## config.mk

```make
export PLATFORM = sky130hd
export DESIGN_NAME = ptc_capture
export DESIGN_NICKNAME = d
export VERILOG_FILES = /design/src/core/ptc_pkg.sv /design/src/core/ptc_capture.sv /design/src/core/ptc_sync.sv
export SDC_FILE = /design/constraint.sdc
export NUM_CORES = 1
export LEC_CHECK = 0
export BUFFER_PORTS_ARGS = -buffer_cell sky130_fd_sc_hd__buf_2
export CORE_UTILIZATION = 50
export DETAILED_ROUTE_END_ITERATION = 7
export HOLD_SLACK_MARGIN = 0.1
export PLACE_DENSITY = 0.79
export SYNTH_ARGS = -nofsm -noshare
export SYNTH_HDL_FRONTEND = slang
export SYNTH_SLANG_ARGS = --single-unit
```

## constraint.sdc

```tcl
create_clock -name core_clk -period 3.77 [get_ports core_clk]
set_clock_uncertainty 0.15 [all_clocks]
set_input_delay 0.377 -clock core_clk [delete_from_list [all_inputs] [get_ports core_clk]]
set_output_delay 0.377 -clock core_clk [all_outputs]
set_load 0.02 [all_outputs]
```

## src/core/ptc_pkg.sv

```systemverilog
// Constants shared by the capture-mode periodic timer.
// Assumes one core clock; timer tick arrives as an enable pulse.
package ptc_pkg;
  // ----------------------------------------
  // Widths and encodings
  // ----------------------------------------
  localparam int unsigned CNT_W = 10;                     // Counter width
  localparam logic [CNT_W-1:0] CNT_MAX = 10'h3FF;         // Full count
  localparam logic [CNT_W-1:0] CNT_RST = 10'h000;         // Reset value
  localparam logic [1:0] MODE_CAPTURE = 2'h1;             // Operating mode code
  localparam logic [1:0] EDGE_RISE = 2'h0;                // Edge select codes
  localparam logic [1:0] EDGE_FALL = 2'h1;
  localparam logic [1:0] EDGE_BOTH = 2'h2;
  localparam logic [1:0] EDGE_NONE = 2'h3;
  localparam logic [1:0] CLR_NONE = 2'h0;                 // Clear condition codes
  localparam logic [1:0] CLR_RISE = 2'h1;
  localparam logic [1:0] CLR_FALL = 2'h2;
  localparam logic [1:0] CLR_BOTH = 2'h3;
  localparam logic [1:0] ROUTE_PIN = 2'h0;                // Input routing: pin
  localparam logic [1:0] ROUTE_CMP = 2'h1;                // Input routing: comparator
  localparam int unsigned TIMER_ZERO = 0;                 // Timer 0 index
endpackage : ptc_pkg

```

## src/core/ptc_capture.sv

```systemverilog
// Capture input mode of a ten-bit periodic timer.
// Assumes tick_en is a one-cycle enable from a prescaler on core_clk.
`timescale 1ns/1ps
`default_nettype none
module ptc_capture
#(
  parameter int unsigned TIMER_IDX = 0  // 0 has comparator and clear options
)
(
  // Clock, reset, timer tick
  input  wire logic       core_clk,
  input  wire logic       reset_n,
  input  wire logic       tick_en,
  // Control bits
  input  wire logic       op_mode_sel_hi,
  input  wire logic       op_mode_sel_lo,
  input  wire logic       counter_run,
  input  wire logic       cap_src_sel,
  input  wire logic [1:0] input_route_reg,
  input  wire logic       edge_sel_hi,
  input  wire logic       edge_sel_lo,
  input  wire logic       clear_cond_hi,
  input  wire logic       clear_cond_lo,
  input  wire logic [9:0] period_reg,
  // Ignored in this mode
  input  wire logic       clear_sel,
  input  wire logic       out_init_sel,
  input  wire logic       out_invert,
  // Flag clears from software, one-cycle pulses
  input  wire logic       clr_match_a,
  input  wire logic       clr_period,
  // Capture sources
  input  wire logic       cap_in_pin,
  input  wire logic       ext_clk_pin,
  input  wire logic       comparator_cap_sig,
  // Results
  output logic [9:0]      count_val,
  output logic [9:0]      compare_a_reg,
  output logic [9:0]      compare_b_reg,
  output logic            match_a_flag,
  output logic            period_match_flag,
  output logic            edge_level_flag,
  output logic            timer_out
);
  // ----------------------------------------
  // Input synchronisation
  // ----------------------------------------
  logic pin_s;   // Capture pin, synchronised
  logic clk_s;   // Clock pin, synchronised
  logic cmp_s;   // Comparator, synchronised

  ptc_sync u_sync_pin (.core_clk(core_clk), .reset_n(reset_n), .async_in(cap_in_pin), .sync_out(pin_s));
  ptc_sync u_sync_clk (.core_clk(core_clk), .reset_n(reset_n), .async_in(ext_clk_pin), .sync_out(clk_s));
  ptc_sync u_sync_cmp (.core_clk(core_clk), .reset_n(reset_n), .async_in(comparator_cap_sig),
                       .sync_out(cmp_s));

  // ----------------------------------------
  // Source selection and edge detect
  // ----------------------------------------
  logic       pin_path;        // Pin path after routing
  logic       src;             // Selected capture source
  logic       src_ff;          // Previous tick-sampled level
  logic       samp_ff;         // Source sampled on timer tick
  logic       rise;            // Rising edge on a tick
  logic       fall;            // Falling edge on a tick
  logic [1:0] edge_sel;        // Edge select field
  logic [1:0] clr_cond;        // Clear condition field
  logic       cap_mode;        // Capture mode selected
  logic       run_ff;          // Run bit delayed
  logic       cap_hit;         // Active capture edge
  logic       clr_hit;         // Edge-driven counter clear
  logic       per_hit;         // Period compare match
  logic       to_b;            // Capture lands in B

  assign pin_path = (TIMER_IDX == ptc_pkg::TIMER_ZERO && input_route_reg == ptc_pkg::ROUTE_CMP)
                    ? cmp_s : pin_s;
  assign src      = cap_src_sel ? clk_s : pin_path;
  assign edge_sel = {edge_sel_hi, edge_sel_lo};
  assign clr_cond = (TIMER_IDX == ptc_pkg::TIMER_ZERO) ? {clear_cond_hi, clear_cond_lo} : ptc_pkg::CLR_NONE;
  assign cap_mode = ({op_mode_sel_hi, op_mode_sel_lo} == ptc_pkg::MODE_CAPTURE);
  // Edges are judged on timer ticks: a pulse shorter than one tick may slip by
  assign rise     = tick_en && samp_ff && !src_ff;
  assign fall     = tick_en && !samp_ff && src_ff;

  // Edge select gates capture only; clear condition gates reset and steers falling-edge captures to B
  assign cap_hit  = cap_mode && counter_run && ((edge_sel == ptc_pkg::EDGE_RISE && rise)
                    || (edge_sel == ptc_pkg::EDGE_FALL && fall)
                    || (edge_sel == ptc_pkg::EDGE_BOTH && (rise || fall)));
  assign clr_hit  = cap_mode && counter_run && ((clr_cond == ptc_pkg::CLR_RISE && rise)
                    || (clr_cond == ptc_pkg::CLR_FALL && fall)
                    || (clr_cond == ptc_pkg::CLR_BOTH && (rise || fall)));
  // Zero period never matches, so the counter wraps at full range
  assign per_hit  = cap_mode && counter_run && tick_en && (period_reg != ptc_pkg::CNT_RST)
                    && (count_val == period_reg);
  // Timer 0 with a clear condition: falling edge goes to B, rising to A
  assign to_b     = (TIMER_IDX == ptc_pkg::TIMER_ZERO) && (clr_cond != ptc_pkg::CLR_NONE) && fall;

  // ----------------------------------------
  // Edge sampling on timer tick
  // ----------------------------------------
  always_ff @(posedge core_clk or negedge reset_n)
  begin
    if (!reset_n)
    begin
      samp_ff <= 1'b0;
      src_ff  <= 1'b0;
    end
    else if (tick_en)
    begin
      samp_ff <= src;
      src_ff  <= samp_ff;
    end
  end

  // ----------------------------------------
  // Counter
  // ----------------------------------------
  logic [9:0] nxt_count;  // Next counter value

  assign nxt_count = (!counter_run || (counter_run && !run_ff)) ? ptc_pkg::CNT_RST
                     : (per_hit || (clr_hit)) ? ptc_pkg::CNT_RST
                     : tick_en ? count_val + 10'h001 : count_val;

  always_ff @(posedge core_clk or negedge reset_n)
  begin
    if (!reset_n)
    begin
      count_val <= ptc_pkg::CNT_RST;
      run_ff    <= 1'b0;
    end
    else
    begin
      count_val <= cap_mode ? nxt_count : ptc_pkg::CNT_RST;
      run_ff    <= counter_run;
    end
  end

  // ----------------------------------------
  // Capture registers and flags
  // ----------------------------------------
  logic lvl_pend_ff;  // Level flag update held one core cycle
  logic lvl_val_ff;   // Edge polarity waiting to land

  // Latch occurs on the tick after the sampled edge, well inside 1.5 ticks
  always_ff @(posedge core_clk or negedge reset_n)
  begin
    if (!reset_n)
    begin
      compare_a_reg <= ptc_pkg::CNT_RST;
      compare_b_reg <= ptc_pkg::CNT_RST;
    end
    else if (cap_hit && to_b)
    begin
      compare_b_reg <= count_val;
    end
    else if (cap_hit)
    begin
      compare_a_reg <= count_val;
    end
  end

  // Set wins over a clear arriving in the same cycle
  always_ff @(posedge core_clk or negedge reset_n)
  begin
    if (!reset_n)
    begin
      match_a_flag      <= 1'b0;
      period_match_flag <= 1'b0;
    end
    else
    begin
      match_a_flag      <= cap_hit | (match_a_flag & ~clr_match_a);
      period_match_flag <= per_hit | (period_match_flag & ~clr_period);
    end
  end

  // Level flag trails the match flag by one core cycle, standing in for half a tick
  always_ff @(posedge core_clk or negedge reset_n)
  begin
    if (!reset_n)
    begin
      lvl_pend_ff     <= 1'b0;
      lvl_val_ff      <= 1'b0;
      edge_level_flag <= 1'b0;
    end
    else
    begin
      lvl_pend_ff <= cap_hit;
      if (cap_hit)
      begin
        lvl_val_ff <= rise;
      end
      if (lvl_pend_ff)
      begin
        edge_level_flag <= lvl_val_ff;
      end
    end
  end

  // ----------------------------------------
  // Output pin: idle in capture mode
  // ----------------------------------------
  always_ff @(posedge core_clk or negedge reset_n)
  begin
    if (!reset_n)
    begin
      timer_out <= 1'b0;
    end
    else
    begin
      timer_out <= 1'b0;
    end
  end

  // ----------------------------------------
  // Checks
  // ----------------------------------------
  a_period_clear: assert property (@(posedge core_clk) disable iff (!reset_n)
    per_hit |=> (count_val == ptc_pkg::CNT_RST) && period_match_flag)
    else $error("period match did not clear counter");
  a_capture_latch: assert property (@(posedge core_clk) disable iff (!reset_n)
    (cap_hit && !to_b) |=> (compare_a_reg == $past(count_val)) && match_a_flag)
    else $error("capture did not latch A");
  a_capture_b: assert property (@(posedge core_clk) disable iff (!reset_n)
    (cap_hit && to_b) |=> (compare_b_reg == $past(count_val)) && match_a_flag)
    else $error("capture did not latch B");
  // Level flag must carry the polarity of the edge two clocks back, not just any value
  a_level_late: assert property (@(posedge core_clk) disable iff (!reset_n)
    cap_hit |=> ##1 (edge_level_flag == $past(rise, 2)))
    else $error("level flag not updated");
  a_no_cap_none: assert property (@(posedge core_clk) disable iff (!reset_n)
    (edge_sel == ptc_pkg::EDGE_NONE) |-> !cap_hit)
    else $error("capture with edges disabled");
  a_stop_hold: assert property (@(posedge core_clk) disable iff (!reset_n)
    !counter_run |=> (count_val == ptc_pkg::CNT_RST))
    else $error("counter ran while stopped");
  a_out_idle: assert property (@(posedge core_clk) disable iff (!reset_n)
    !timer_out)
    else $error("output driven in capture mode");
  a_zero_period: assert property (@(posedge core_clk) disable iff (!reset_n)
    (period_reg == ptc_pkg::CNT_RST) |-> !per_hit)
    else $error("match with zero period");
  a_full_wrap: assert property (@(posedge core_clk) disable iff (!reset_n)
    (cap_mode && counter_run && run_ff && tick_en && !clr_hit && (period_reg == ptc_pkg::CNT_RST)
     && (count_val == ptc_pkg::CNT_MAX)) |=> (count_val == ptc_pkg::CNT_RST))
    else $error("counter did not wrap at full range");
  a_edge_clear: assert property (@(posedge core_clk) disable iff (!reset_n)
    clr_hit |=> (count_val == ptc_pkg::CNT_RST))
    else $error("edge clear ignored");
endmodule : ptc_capture
`default_nettype wire

```

## src/core/ptc_sync.sv

```systemverilog
// Two-flop synchroniser for one asynchronous level.
// Assumes the input is a pin or another domain.
`timescale 1ns/1ps
`default_nettype none
module ptc_sync
(
  // Clock and reset
  input  wire logic core_clk,
  input  wire logic reset_n,
  // Level in and out
  input  wire logic async_in,
  output logic      sync_out
);
  logic meta_ff;  // First stage, read only by the second

  // ----------------------------------------
  // Synchroniser stages
  // ----------------------------------------
  always_ff @(posedge core_clk or negedge reset_n)
  begin
    if (!reset_n)
    begin
      meta_ff  <= 1'b0;
      sync_out <= 1'b0;
    end
    else
    begin
      meta_ff  <= async_in;
      sync_out <= meta_ff;
    end
  end
endmodule : ptc_sync
`default_nettype wire

```

==> After elaboration in Yosys (flattened, before gate mapping) <==
Cells that the tools add are included.
{ "word_totals": {"out_inout_bits": 34, "reg_bits": 44, "wordCells": 74} }
{ "classes": {"reduce_logical": 34, "muxes": 6, "eq_ne": 9, "n_addsub": 1, "bitwise_logic": 7} }
{ "op_table": {"columns": ["cell", "n"], "rows": [
  ["two-way mux 10 bit", 4],
  ["logical AND 1 bit", 19],
  ["adder 10 x 1 -> 10 bit, second input constant", 1],
  ["equality test 10 bit", 1],
  ["nonzero test 10 bit", 1],
  ["equality test 2 x 1 -> 1 bit, second input constant", 4],
  ["logical OR 1 bit", 7],
  ["equality test 2 bit, second input constant", 3],
  ["logical NOT 1 bit", 4],
  ["!= test 4 x 2 -> 1 bit, second input constant", 1],
  ["NOT 1 bit", 3],
  ["AND 1 bit", 2],
  ["logical NOT 2 bit", 1],
  ["two-way mux 1 bit", 2],
  ["OR 1 bit", 2],
  ["AND reduction 2 bit", 1],
  ["nonzero test 2 bit", 1]
]} }

==> Longest topological paths before layout <==
Gate-level depths: netlist of run 1.
{ "logic_depth": {"word_depth": 11, "ltp_mapped": 5} }

==> Modules after synthesis <==
A second synthesis of run 1 with hierarchy kept.
{ "hier_totals": {"hier_cells": 156, "area_unflattened_um2": 1983.2} }
{ "modules_own_cells": {"columns": ["mod", "cells_each", "n_inst", "area_per_inst_um2"], "rows": [
  ["ptc_capture", 150, 1, 1833.0],
  ["ptc_sync", 2, 3, 50.0]
]} }

==> Worst setup path before layout of run 1 <==
Ideal clock, no wire load.
{ "synth_timing": {"path_type": "flip-flop to flip-flop", "startpoint": "reg count_val[2]", "endpoint": "reg count_val[0]", "stages_incl_launch_ff": 6, "arrival_ps": 1544, "required_time_ps": 3478, "setup_ps": 142, "n_path_buf": 1, "path_slack_ps": 1934, "cell_sequence": "dfrtp_1 > buf_2 > xnor2_1 > nand3_1 > o41ai_4 > nor2_1"} }
{ "synth_between": {"elab_chain_len": 6} }
{ "synth_rtl": {"columns": ["element", "line", "text"], "rows": [
  ["start: declaration", "ptc_capture.sv:37", "output logic [9:0] count_val,"],
  ["start signal: assignment", "ptc_capture.sv:128", "count_val <= ptc_pkg::CNT_RST;"],
  ["start signal: assignment", "ptc_capture.sv:133", "count_val <= cap_mode ? nxt_count : ptc_pkg::CNT_RST;"],
  ["equality test 10 bit (*)", "ptc_capture.sv:94", "&& (count_val == period_reg);"],
  ["logical AND 1 bit (*)", "ptc_capture.sv:94", null],
  ["logical OR 1 bit (*)", "ptc_capture.sv:121", ": (per_hit || (clr_hit)) ? ptc_pkg::CNT_RST"],
  ["two-way mux 10 bit", "ptc_capture.sv:121", null],
  ["two-way mux 10 bit", "ptc_capture.sv:120", "assign nxt_count = (!counter_run || (counter_run && !run_ff)) ? ptc_pkg::CNT_RST"],
  ["two-way mux 10 bit", "ptc_capture.sv:133", null]
]} }
Mark *: on every way between the ends. The rest lies on a longest branch, timed or not.
A chain may end at the register's enable or synchronous reset.

==> Worst setup path after layout of run 1 <==
{ "layout_timing": {"startpoint": "in counter_run", "endpoint": "reg compare_b_reg[7]"} }
{ "layout_between": {"elab_chain_len": 3} }
{ "layout_rtl": {"columns": ["element", "line", "text"], "rows": [
  ["start: declaration", "ptc_capture.sv:17", "input wire logic counter_run,"],
  ["logical AND 1 bit (2 in a row)", "ptc_capture.sv:86", "assign cap_hit = cap_mode && counter_run && ((edge_sel == ptc_pkg::EDGE_RISE && rise)"],
  ["logical AND 1 bit", "ptc_capture.sv:152", "else if (cap_hit && to_b)"],
  ["end signal: assignment", "ptc_capture.sv:150", "compare_b_reg <= ptc_pkg::CNT_RST;"],
  ["end signal: assignment", "ptc_capture.sv:154", "compare_b_reg <= count_val;"],
  ["end: declaration", "ptc_capture.sv:39", "output logic [9:0] compare_b_reg,"]
]} }
No other way between the ends.

==> out/qor.yml, run 1 <==
synth_cell_types: 34
placement.io_buffers: 60
hold_viol: 0
power_density_mw_per_mm2: 352
drt_wl_total_mm: 3.76
nFillCells: 302
rrSetupSlack_ps: 1630
start_util_pct: 52.7
synth_edf_count: 0
worstReg2RegEnd: "compare_a_reg[6]$_DFFE_PN0P_"
rows: 22
r2r_cells: 4
syn_to_final_growth_pct: 23.6
grt_max_degree: 45
worst-endpoint-required_ps: 3790
place_congestion: 0.773
slew_viol_final: 0
synth_ff_type: "dfrtp_1"
peakVddDrop_v: 0.000254
drt_pre_antenna_iters: 4
yosys_warnings: 0
ys_async_sr_fraction_pct: 100
dieArea_sq_mm: 0.00417
vias_per_cell: 5.17
finalSetupViolCount: 0
relSlewSlack_pct: 37.5
antenna_found_initial: 0
ys_ff_latch: 44
path_class: "input pin to flop"
reg2reg_from: "src_ff$_DFFE_PN0P_"
total_leakage_power_nw: 1.20
h-tree-depth: 2
crit_fanout: 10
maxCapViolations: 0
syn_inst: 151
dieHeight_um: 64.6
end_kind: "flop"
final_common_cell: "buf_2"
num_io_pins: 65
multi_input_area_sq_um: 817
overflow: 0
cts-root-buf: "clkbuf_8"
syn_area_per_cell_sq_um: 13.0
rsz0062_at_grt: "no"
via_count: 1375
tightest_slew_ps: 938
fmax_mhz: 443
hold_class: "input pin to asynchronous set/reset pin"
dp_hpwl_mm: 2.73
ys_seq_area_share_pct: 56.2
grt.total_usage_pct: 20.9
status: "finished, final reports clean"
die_w_um: 64.6
syn-num-nets: 183
seqCellArea_sq_mm: 0.00110
cts.path.max_buffers: 2
holdBufCountCts: 4
clk_latency_ps: 290
core_sq_mm: 0.00372
fin_nets: 249
cts_buffers: 5
cts.reportedPaths.clkPinSlew_ps: 80
final.min_clock_period_ps: 2260
ant_nets: 0
cts_setup_buffers: 0
finalInstanceArea_sq_mm: 0.00242
cp-start-kind: "input pin"
drt-initial-drc-count: 38
cts_resized: 0
tns_ps: 0
dpl_cell_area_sq_mm: 0.00229
post-route-period-util_pct: 59.9
cp.arrival_ps: 2280
cts_sinks: 44
finalPower_uw: 851
drc: 0
drive_gt1_share_pct: 43.6
grt_pass1_vias: 1425
synth_area_sq_mm: 0.00196
grt_pass1_wl_mm: 6.56
diodes: 0
cts_tree: "yes"
mostFrequentLayoutCells: "buf_2 (60), dfrtp_1 (44), mux2_2 (22)"
post_drt_wl_per_cell_um: 14.1
-- final cells by class --
| type | count | share of cell area [%] |
|---|---|---|
| Inverter | 3 | 0.465 |
| Tap cell | 48 | 2.48 |
| Sequential cell | 44 | 45.5 |
| Multi-Input combinational cell | 99 | 33.8 |
| Clock buffer | 8 | 3.72 |
| Timing Repair Buffer | 64 | 14.1 |
-- cell families after synthesis --
family                   share of synthesized area [%]
buffers and inverters                             2.04
flip-flops                                        56.2
AO/OA/AOI/OAI                                     4.67
AND/OR/NAND/NOR                                   13.6
other                                            0.192
XOR/XNOR                                          8.95
adder cells (fa/ha/maj)                          0.639
multiplexers                                      13.7
-- where the power goes --
group	internal [mW]	leakage, nW	switching (mW)	total [mW]
combinational	0.0316	0.563	0.0382	0.0698
sequential	0.481	0.595	0.00750	0.489
clock	0.149	0.0455	0.143	0.292
-- critical path, cell delays in order --
cell	delay [ps]
dlygate4sd3_1	520
buf_2	130
nand4b_1	250
nor3_4	600
mux2_2	400
-- routing by layer --
metal  up-vias  global-route usage (%)  part of all wire, %
li1        664                       -                    -
met1       668                    27.2                   44
met2        39                    34.6                   50
met3         4                    3.87                  4.5
met4         0                    8.33                  1.1
met5         -                       0                    0
-- through the flow --
step | std cells | util [%] | setup WS (ps) | hold WS (ps)
6_report | 266 | 65.1 | 1510 | 80.0
5_1_grt | 266 | 65.1 | 1380 | 121
4_1_cts | 266 | 65.1 | 1520 | 112
3_5_place_dp | 254 | 61.6 | 1580 | 185
3_3_place_gp | 254 | 61.6 | 1570 | 182
2_1_floorplan | 151 | - | 1930 | -68.6
-- synthesized netlist by cell type, types with 2 or more instances --
library cell / count / area, sq um
nand2_1: 7 / 26.3
and4b_1: 2 / 20.0
xnor2_1: 16 / 140
o21ai_0: 4 / 20.0
mux2_2: 22 / 248
or4_1: 2 / 15.0
nor2_1: 13 / 48.8
mux2i_1: 2 / 20.0
dfrtp_1: 44 / 1100
nand4_1: 4 / 25.0
xor2_1: 4 / 35.0
buf_4: 2 / 15.0
nand4b_1: 2 / 17.5
inv_1: 3 / 11.3
buf_2: 2 / 10.0
nor3_1: 2 / 10.0
nand3_1: 3 / 15.0
-- worst max path at each step --
stage / depth (start not counted) / to / from
final: 5 / compare_b_reg[7]$_DFFE_PN0P_ / counter_run
after global routing: 5 / compare_b_reg[3]$_DFFE_PN0P_ / counter_run
after CTS: 5 / compare_b_reg[0]$_DFFE_PN0P_ / counter_run
after detailed placement: 5 / compare_a_reg[6]$_DFFE_PN0P_ / edge_sel_hi
after global placement: 4 / compare_b_reg[4]$_DFFE_PN0P_ / tick_en
after floorplan: 5 / count_val[0]$_DFFE_PN0P_ / count_val[2]$_DFFE_PN0P_
Note: power is estimated with default switching activity, not from simulation.
==> inputs of run 2 (changes only) <==
Settings changed: ABC_AREA set to 1, CORE_UTILIZATION 50 to 46, PLACE_DENSITY 0.79 to 0.75.
Clock period 3.77 ns to 1.9 ns, I/O delays scaled along.
==> run 2 against run 1 <==
Effect of this change:
- the run now ends with design-rule violations left
- count of clock-buffer cells in the layout fell by 1
- flip-flop and latch count did not move
- setup slack got worse by 1400 ps
- sequential share of layout area fell by 6.4 points
- global-route usage barely moved
- combinational power rose to 6.6 times the previous value
- clock power rose to 2.6 times the previous value
- critical path depth rose by 2
- design area rose by 16%
- total power rose to 2.7 times the previous value
- largest cell class unchanged
==> out/qor.yml, run 2 <==
total_leakage_power_nw: 1.47  # was 1.20 nW
yosys_warnings: 0  # unchanged
violations: "design-rule violations"
syn_area_per_cell_sq_um: 8.44  # was 13.0 sq um
hold_class: "input pin to flop"  # was input pin to asynchronous set/reset pin
maxCapViolations: 0  # unchanged
clk_latency_ps: 290  # about the same
yosysMostFrequentCell: "nand2_1"  # was dfrtp_1
drt_pre_antenna_iters: 6  # was 4
overflow: 0  # unchanged
grt.total_usage_pct: 20.9  # about the same
ys_ff_latch: 44  # unchanged
synth_ff_type: "dfrtp_1"  # unchanged
path_class: "input pin to flop"  # unchanged
drc: 8  # was 0
hold_viol: 0  # unchanged
num_io_pins: 65  # unchanged
yosysTopAreaCell: "dfrtp_1"  # unchanged
start_util_pct: 48.6  # was 52.7%
cp.arrival_ps: 1890  # was 2280 ps
post_drt_wl_per_cell_um: 12.2  # was 14.1 um
multi_input_area_sq_um: 886  # was 817 sq um
ys_async_sr_fraction_pct: 100  # unchanged
crit_fanout: 7  # was 10
post-route-period-util_pct: 96.3
p_comb_share_pct: 19.7  # was 8.2%
status: "complete, but fails checks"  # was finished, final reports clean
power_frac_seq_pct: 47.3  # was 57.5%
mostFrequentLayoutCells: "nand2_1 (76), buf_2 (60), dfrtp_1 (44)"  # was buf_2 (60), dfrtp_1 (44), mux2_2 (22)
syn_to_final_growth_pct: 30.4  # was 23.6%
cp-start-kind: "input pin"  # unchanged
synth_cell_types: 26  # was 34
die_w_um: 70.5  # was 64.6 um
yosys-top-cells-area: "dfrtp_1 (51%), nand2_1 (13%), o21a_1 (5.6%)"  # was dfrtp_1 (56%), mux2_2 (13%), xnor2_1 (7.2%)
finalPower_mw: 2.33  # was 851 uW
final.min_clock_period_ps: 1830
grt_pass1_wl_mm: 8.01  # was 6.56 mm
slew_viol_final: 0  # unchanged
rows: 24  # was 22
rrSetupSlack_ps: 130  # was 1630 ps
place_congestion: 0.872  # was 0.773
dp_hpwl_mm: 3.54  # was 2.73 mm
cts_tree: "yes"  # unchanged
synth_edf_count: 0  # unchanged
synth.top_cell.area_share_pct: 51.0  # was 56.2%
seqCellArea_sq_mm: 0.00110  # unchanged
switching_power_uw: 626  # was 189 uW
internal-power_mw: 1.70  # was 662 uW
ys_seq_area_share_pct: 51.0  # was 56.2%
min_from: "edge_sel_lo"
fmax_mhz: 546
switching_share_pct: 26.9  # was 22.2%
ys_top_cells_by_count: "nand2_1 (76), dfrtp_1 (44), inv_1 (31)"  # was dfrtp_1 (44), mux2_2 (22), xnor2_1 (16)
ant_nets: 0  # unchanged
nFillCells: 399  # was 302
hold_ws_ps: 134  # was 80.0 ps
drive_gt1_share_pct: 27.2  # was 43.6%
cts_buffers: 5  # unchanged
drt-initial-drc-count: 76  # was 38
dieArea_sq_mm: 0.00497  # was 0.00417 sq mm
cts_sinks: 44  # unchanged
cts-root-buf: "clkbuf_8"  # unchanged
grt_max_degree: 25  # was 45
syn_inst: 256  # was 151
power_density_mw_per_mm2: 826  # was 352 mW/mm^2
holdPathStages: 4
synth_area_sq_mm: 0.00216  # was 0.00196 sq mm
worst-endpoint-required_ps: 1960  # was 3790 ps
hold_path_end: "lvl_pend_ff$_DFF_PN0_"
drt_wl_total_mm: 4.75  # was 3.76 mm
vias_per_cell: 4.96  # was 5.17
peakVddDrop_v: 0.000376  # was 0.000254 V
via_count: 1933  # was 1,375
final_common_cell: "nand2_1"  # was buf_2
cts.path.max_buffers: 2  # unchanged
finalSetupViolCount: 0  # unchanged
end_kind: "flop"  # unchanged
fin_nets: 369  # was 249
r2r_cells: 9  # was 4
core_sq_mm: 0.00444  # was 0.00372 sq mm
grt_pass1_vias: 1796  # was 1,425
dieHeight_um: 70.5  # was 64.6 um
rsz0062_at_grt: "yes"  # was no
antenna_found_initial: 0  # unchanged
cts.reportedPaths.clkPinSlew_ps: 80  # about the same
placement.io_buffers: 60  # unchanged
diodes: 0  # unchanged
clkPwrFrac_pct: 33.1  # was 34.3%
syn-num-nets: 288  # was 183
h-tree-depth: 2  # unchanged
reg2reg_from: "count_val[3]$_DFFE_PN0P_"  # was src_ff$_DFFE_PN0P_
worstReg2RegEnd: "count_val[4]$_DFFE_PN0P_"  # was compare_a_reg[6]$_DFFE_PN0P_
## run 2: cell types whose count changed after synthesis, sizes merged, moves of 3 or more
cell   before  now
xnor2      16    1
a21oi       0    6
inv         3   32
o21ai       4   18
o21a        0   16
or4         3    0
nand4       4   12
buf         4    7
nor2       14   23
nand2       7   76
nand3       3   12
mux2       22    1
## run 2: cell families (layout without fill, tap and decap cells)
kind of cell | after synthesis | in the layout | synth area share, %
AND/OR/NAND/NOR | 125 | 125 | 26.2
flip-flops | 44 | 44 | 51.0
AO/OA/AOI/OAI | 40 | 40 | 11.3
buffers and inverters | 39 | 121 | 8.17
XOR/XNOR | 4 | 4 | 1.62
multiplexers | 2 | 2 | 0.985
adder cells (fa/ha/maj) | 1 | 1 | 0.579
other | 1 | 1 | 0.174
## run 2: power by group through the flow
| stage | sequential [mW] | combinational (mW) | clock [mW] |
|---|---|---|---|
| floorplan | 1.24 | 0.148 | 0 |
| global placement | 1.12 | 0.434 | 0 |
| detailed placement | 1.12 | 0.443 | 0 |
| CTS | 1.10 | 0.458 | 0.792 |
| global route | 1.11 | 0.496 | 0.836 |
| finish | 1.10 | 0.458 | 0.770 |
## run 2: worst max-delay path by stage
| stage | depth (start not counted) | end | slack, ps | start |
|---|---|---|---|---|
| finish | 7 | count_val[4]$_DFFE_PN0P_ | 70 | tick_en |
| global route | 9 | count_val[0]$_DFFE_PN0P_ | -20 | count_val[6]$_DFFE_PN0P_ |
| CTS | 7 | count_val[4]$_DFFE_PN0P_ | 20 | tick_en |
| detailed placement | 7 | compare_a_reg[2]$_DFFE_PN0P_ | 120 | samp_ff$_DFFE_PN0P_ |
| floorplan | 8 | count_val[8]$_DFFE_PN0P_ | 160 | count_val[0]$_DFFE_PN0P_ |
| global placement | 7 | compare_a_reg[3]$_DFFE_PN0P_ | 140 | samp_ff$_DFFE_PN0P_ |
## run 2: worst max-delay path, stage by stage
cell	delay [ps]
buf_2	110
dlygate4sd3_1	590
nand3_4	100
o21ai_0	110
a21oi_2	240
nand4_1	290
o21ai_0	250
## run 2: layer usage
| layer | vias up | track usage (%) | part of all wire, % |
|---|---|---|---|
| li1 | 975 | - | - |
| met1 | 903 | 26.2 | 46 |
| met2 | 49 | 35.1 | 48 |
| met3 | 6 | 5.05 | 4.9 |
| met4 | 0 | 7.71 | 1.3 |
| met5 | - | 0 | 0 |
## run 2: what timing repair did
action	in CTS	in global routing
hold buffers	9	0
hold endpoints to repair	52	0
endpoints found under the setup margin	0	26
gates resized for setup	0	4
buffers inserted	0	2
## run 2: per-stage QoR
step                setup TNS, ps  cell area, sq um  setup slack [ps]  utilization (%)  std cells
CTS                             0              2770              17.5             62.4        388
floorplan                       0              2160               165                -        256
global placement                0              2560               142             57.5        371
global route                -36.7              2820             -21.5             63.4        390
finish                          0              2820              69.4             63.4        390
detailed placement              0              2560               115             57.5        371
## run 2: final cells by class
cell class / instances / area share, %
clock buffer: 7 / 3.42
clock inverter: 1 / 1.07
inverter: 32 / 4.26
multi-input combinational: 173 / 31.5
sequential: 44 / 39.1
tap: 52 / 2.31
timing repair buffer: 81 / 18.4
==> inputs of run 3 (changes only) <==
Settings changed: CORE_ASPECT_RATIO set to 1.4, CTS_CLUSTER_DIAMETER set to 40.
==> run 3 against run 2 <==
Effect of this change:
- the flow still finishes with violations (design-rule violations)
- design area grew 0.27%
- clock power shrank 21%
- flip-flop and latch count is the same
- sequential power is essentially flat
- setup slack gained 51 ps
- first-iteration DRC count shrank 34%
- combinational power is essentially flat
- non-clock buffer count grew 4
- global-route usage grew 1.6 points
==> out/qor.yml, run 3 (synthesis results as in run 2) <==
nFillCells: 411  # was 399
drt_wl_total_mm: 5.00  # was 4.75 mm
crit_fanout: 17  # was 7
relSlewSlack_pct: 54.7
seqCellArea_sq_mm: 0.00111  # was 0.00110 sq mm
final.min_clock_period_ps: 1780  # was 1830 ps
fmax_mhz: 562  # was 546 MHz
cts-root-buf: "clkbuf_8"  # unchanged
start_util_pct: 47.6  # was 48.6%
dieHeight_um: 83.1  # was 70.5 um
post_drt_wl_per_cell_um: 12.4  # was 12.2 um
syn_to_final_growth_pct: 30.8  # was 30.4%
fin_nets: 374  # was 369
crit_start: "tick_en"  # unchanged
end_kind: "flop"  # unchanged
pre_cts_slack_ps: 16.1  # was 115 ps
num_io_pins: 65  # unchanged
diodes: 0  # unchanged
worst-endpoint-required_ps: 1940  # was 1960 ps
switching_share_pct: 29.4  # was 26.9%
p_comb_share_pct: 21.2  # was 19.7%
drc: 2  # was 8
path_class: "input pin to flop"  # unchanged
via_count: 1980  # was 1,933
cts.path.max_buffers: 2  # unchanged
dieArea_sq_mm: 0.00498  # was 0.00497 sq mm
vias_per_cell: 4.89  # was 4.96
hold_viol: 0  # unchanged
antenna_found_initial: 0  # unchanged
die_w_um: 59.9  # was 70.5 um
status: "complete, but fails checks"  # unchanged
ant_nets: 0  # unchanged
cp.arrival_ps: 1820  # was 1890 ps
maxCapViolations: 0  # unchanged
clk_latency_ps: 290  # about the same
min_from: "tick_en"  # was edge_sel_lo
tightest_slew_ps: 675
grt.total_usage_pct: 22.5  # was 20.9%
power_density_mw_per_mm2: 769  # was 826 mW/mm^2
multi_input_area_sq_um: 901  # was 886 sq um
rsz0062_at_grt: "yes"  # unchanged
overflow: 0  # unchanged
post-route-period-util_pct: 93.7  # was 96.3%
clkPwrFrac_pct: 28.1  # was 33.1%
cp-start-kind: "input pin"  # unchanged
core_sq_mm: 0.00454  # was 0.00444 sq mm
grt_max_degree: 28  # was 25
power_frac_seq_pct: 50.7  # was 47.3%
slew_viol_final: 0  # unchanged
timing.final.ws_setup_ps: 120  # was 69.4 ps
hold_ws_ps: 133  # was 134 ps
internal-power_mw: 1.53  # was 1.70 mW
drt_pre_antenna_iters: 6  # unchanged
drive_gt1_share_pct: 29.4  # was 27.2%
finalSetupViolCount: 0  # unchanged
peakVddDrop_v: 0.000493  # was 0.000376 V
mostFrequentLayoutCells: "nand2_1 (75), buf_2 (60), dfrtp_1 (40)"  # was nand2_1 (76), buf_2 (60), dfrtp_1 (44)
violations: "design-rule violations"  # unchanged
grt_pass1_vias: 1943  # was 1,796
cts_buffers: 5  # unchanged
drt-initial-drc-count: 50  # was 76
placement.io_buffers: 60  # unchanged
cts.reportedPaths.clkPinSlew_ps: 80  # about the same
cts_tree: "yes"  # unchanged
h-tree-depth: 2  # unchanged
cts_sinks: 44  # unchanged
rows: 29  # was 24
reg2reg_from: "samp_ff$_DFFE_PN0P_"  # was count_val[3]$_DFFE_PN0P_
place_congestion: 0.896  # was 0.872
hold_class: "input pin to flop"  # unchanged
switching_power_uw: 637  # was 626 uW
final_common_cell: "nand2_1"  # unchanged
grt_pass1_wl_mm: 8.49  # was 8.01 mm
dp_hpwl_mm: 3.62  # was 3.54 mm
total_leakage_power_nw: 1.45  # was 1.47 nW
==> run 3: through the flow <==
step	setup TNS, ps	instances	util (%)	power [mW]	area (sq um)
2_1_floorplan	0	256	-	1.38	2160
3_3_place_gp	0	381	56.4	1.55	2560
3_5_place_dp	0	381	56.4	1.57	2560
4_1_cts	0	400	60.8	2.19	2760
5_1_grt	-15.3	405	62.3	2.29	2820
6_report	0	405	62.3	2.17	2820
==> run 3: timing repair <==
action | CTS | global route
hold buffers | 10 | 0
endpoints found under the hold margin | 52 | 0
gates resized for setup | 0 | 10
cloned | 0 | 1
setup endpoints to repair | 2 | 26
pin swaps | 1 | 2
setup buffers | 1 | 4
==> run 3: path summary, 6_finish.rpt <==
kind	endpoint	slack [ps]	cells after the start
worst max-delay path	compare_a_reg[5]$_DFFE_PN0P_	120	9
worst min-delay path	samp_ff$_DFFE_PN0P_	130	3
worst max register to register	compare_a_reg[5]$_DFFE_PN0P_	150	7
worst min register to register	u_sync_pin.sync_out$_DFF_PN0_	200	0
max in group asynchronous	compare_b_reg[1]$_DFFE_PN0P_	760	3
min in group asynchronous	compare_a_reg[5]$_DFFE_PN0P_	250	3
==> run 3: power groups by stage <==
stage               logic [mW]  clock network [mW]  registers (mW)
floorplan                0.148                   0            1.24
global placement         0.432                   0            1.12
finish                   0.460               0.609            1.10
detailed placement       0.444                   0            1.12
CTS                      0.462               0.628            1.10
global route             0.504               0.669            1.11
==> run 3: cell type report <==
cell class,instances,share of cell area (%)
flip-flops and latches,44,39.2
multi-input cells,174,31.9
repair buffers,85,18.6
inverters,32,4.25
clock buffers,7,3.06
well taps,62,2.75
clock inverters,1,0.266
==> run 3: critical path, cell delays in order <==
cell and delay, ps:
buf_2 100, dlygate4sd3_1 590, nand3_4 90, o21ai_2 160, nand3_4 190, nor2_4 180
buf_12 150, nand2_1 50, o21a_1 100
==> run 3: per-layer routing <==
| layer | share of wire [%] | GRT usage [%] | vias up |
|---|---|---|---|
| met5 | 0 | 0 | - |
| met4 | 3.6 | 11.8 | 0 |
| met3 | 2.9 | 3.43 | 15 |
| met2 | 52 | 37.5 | 50 |
| met1 | 41 | 26.8 | 928 |
| li1 | - | - | 987 |
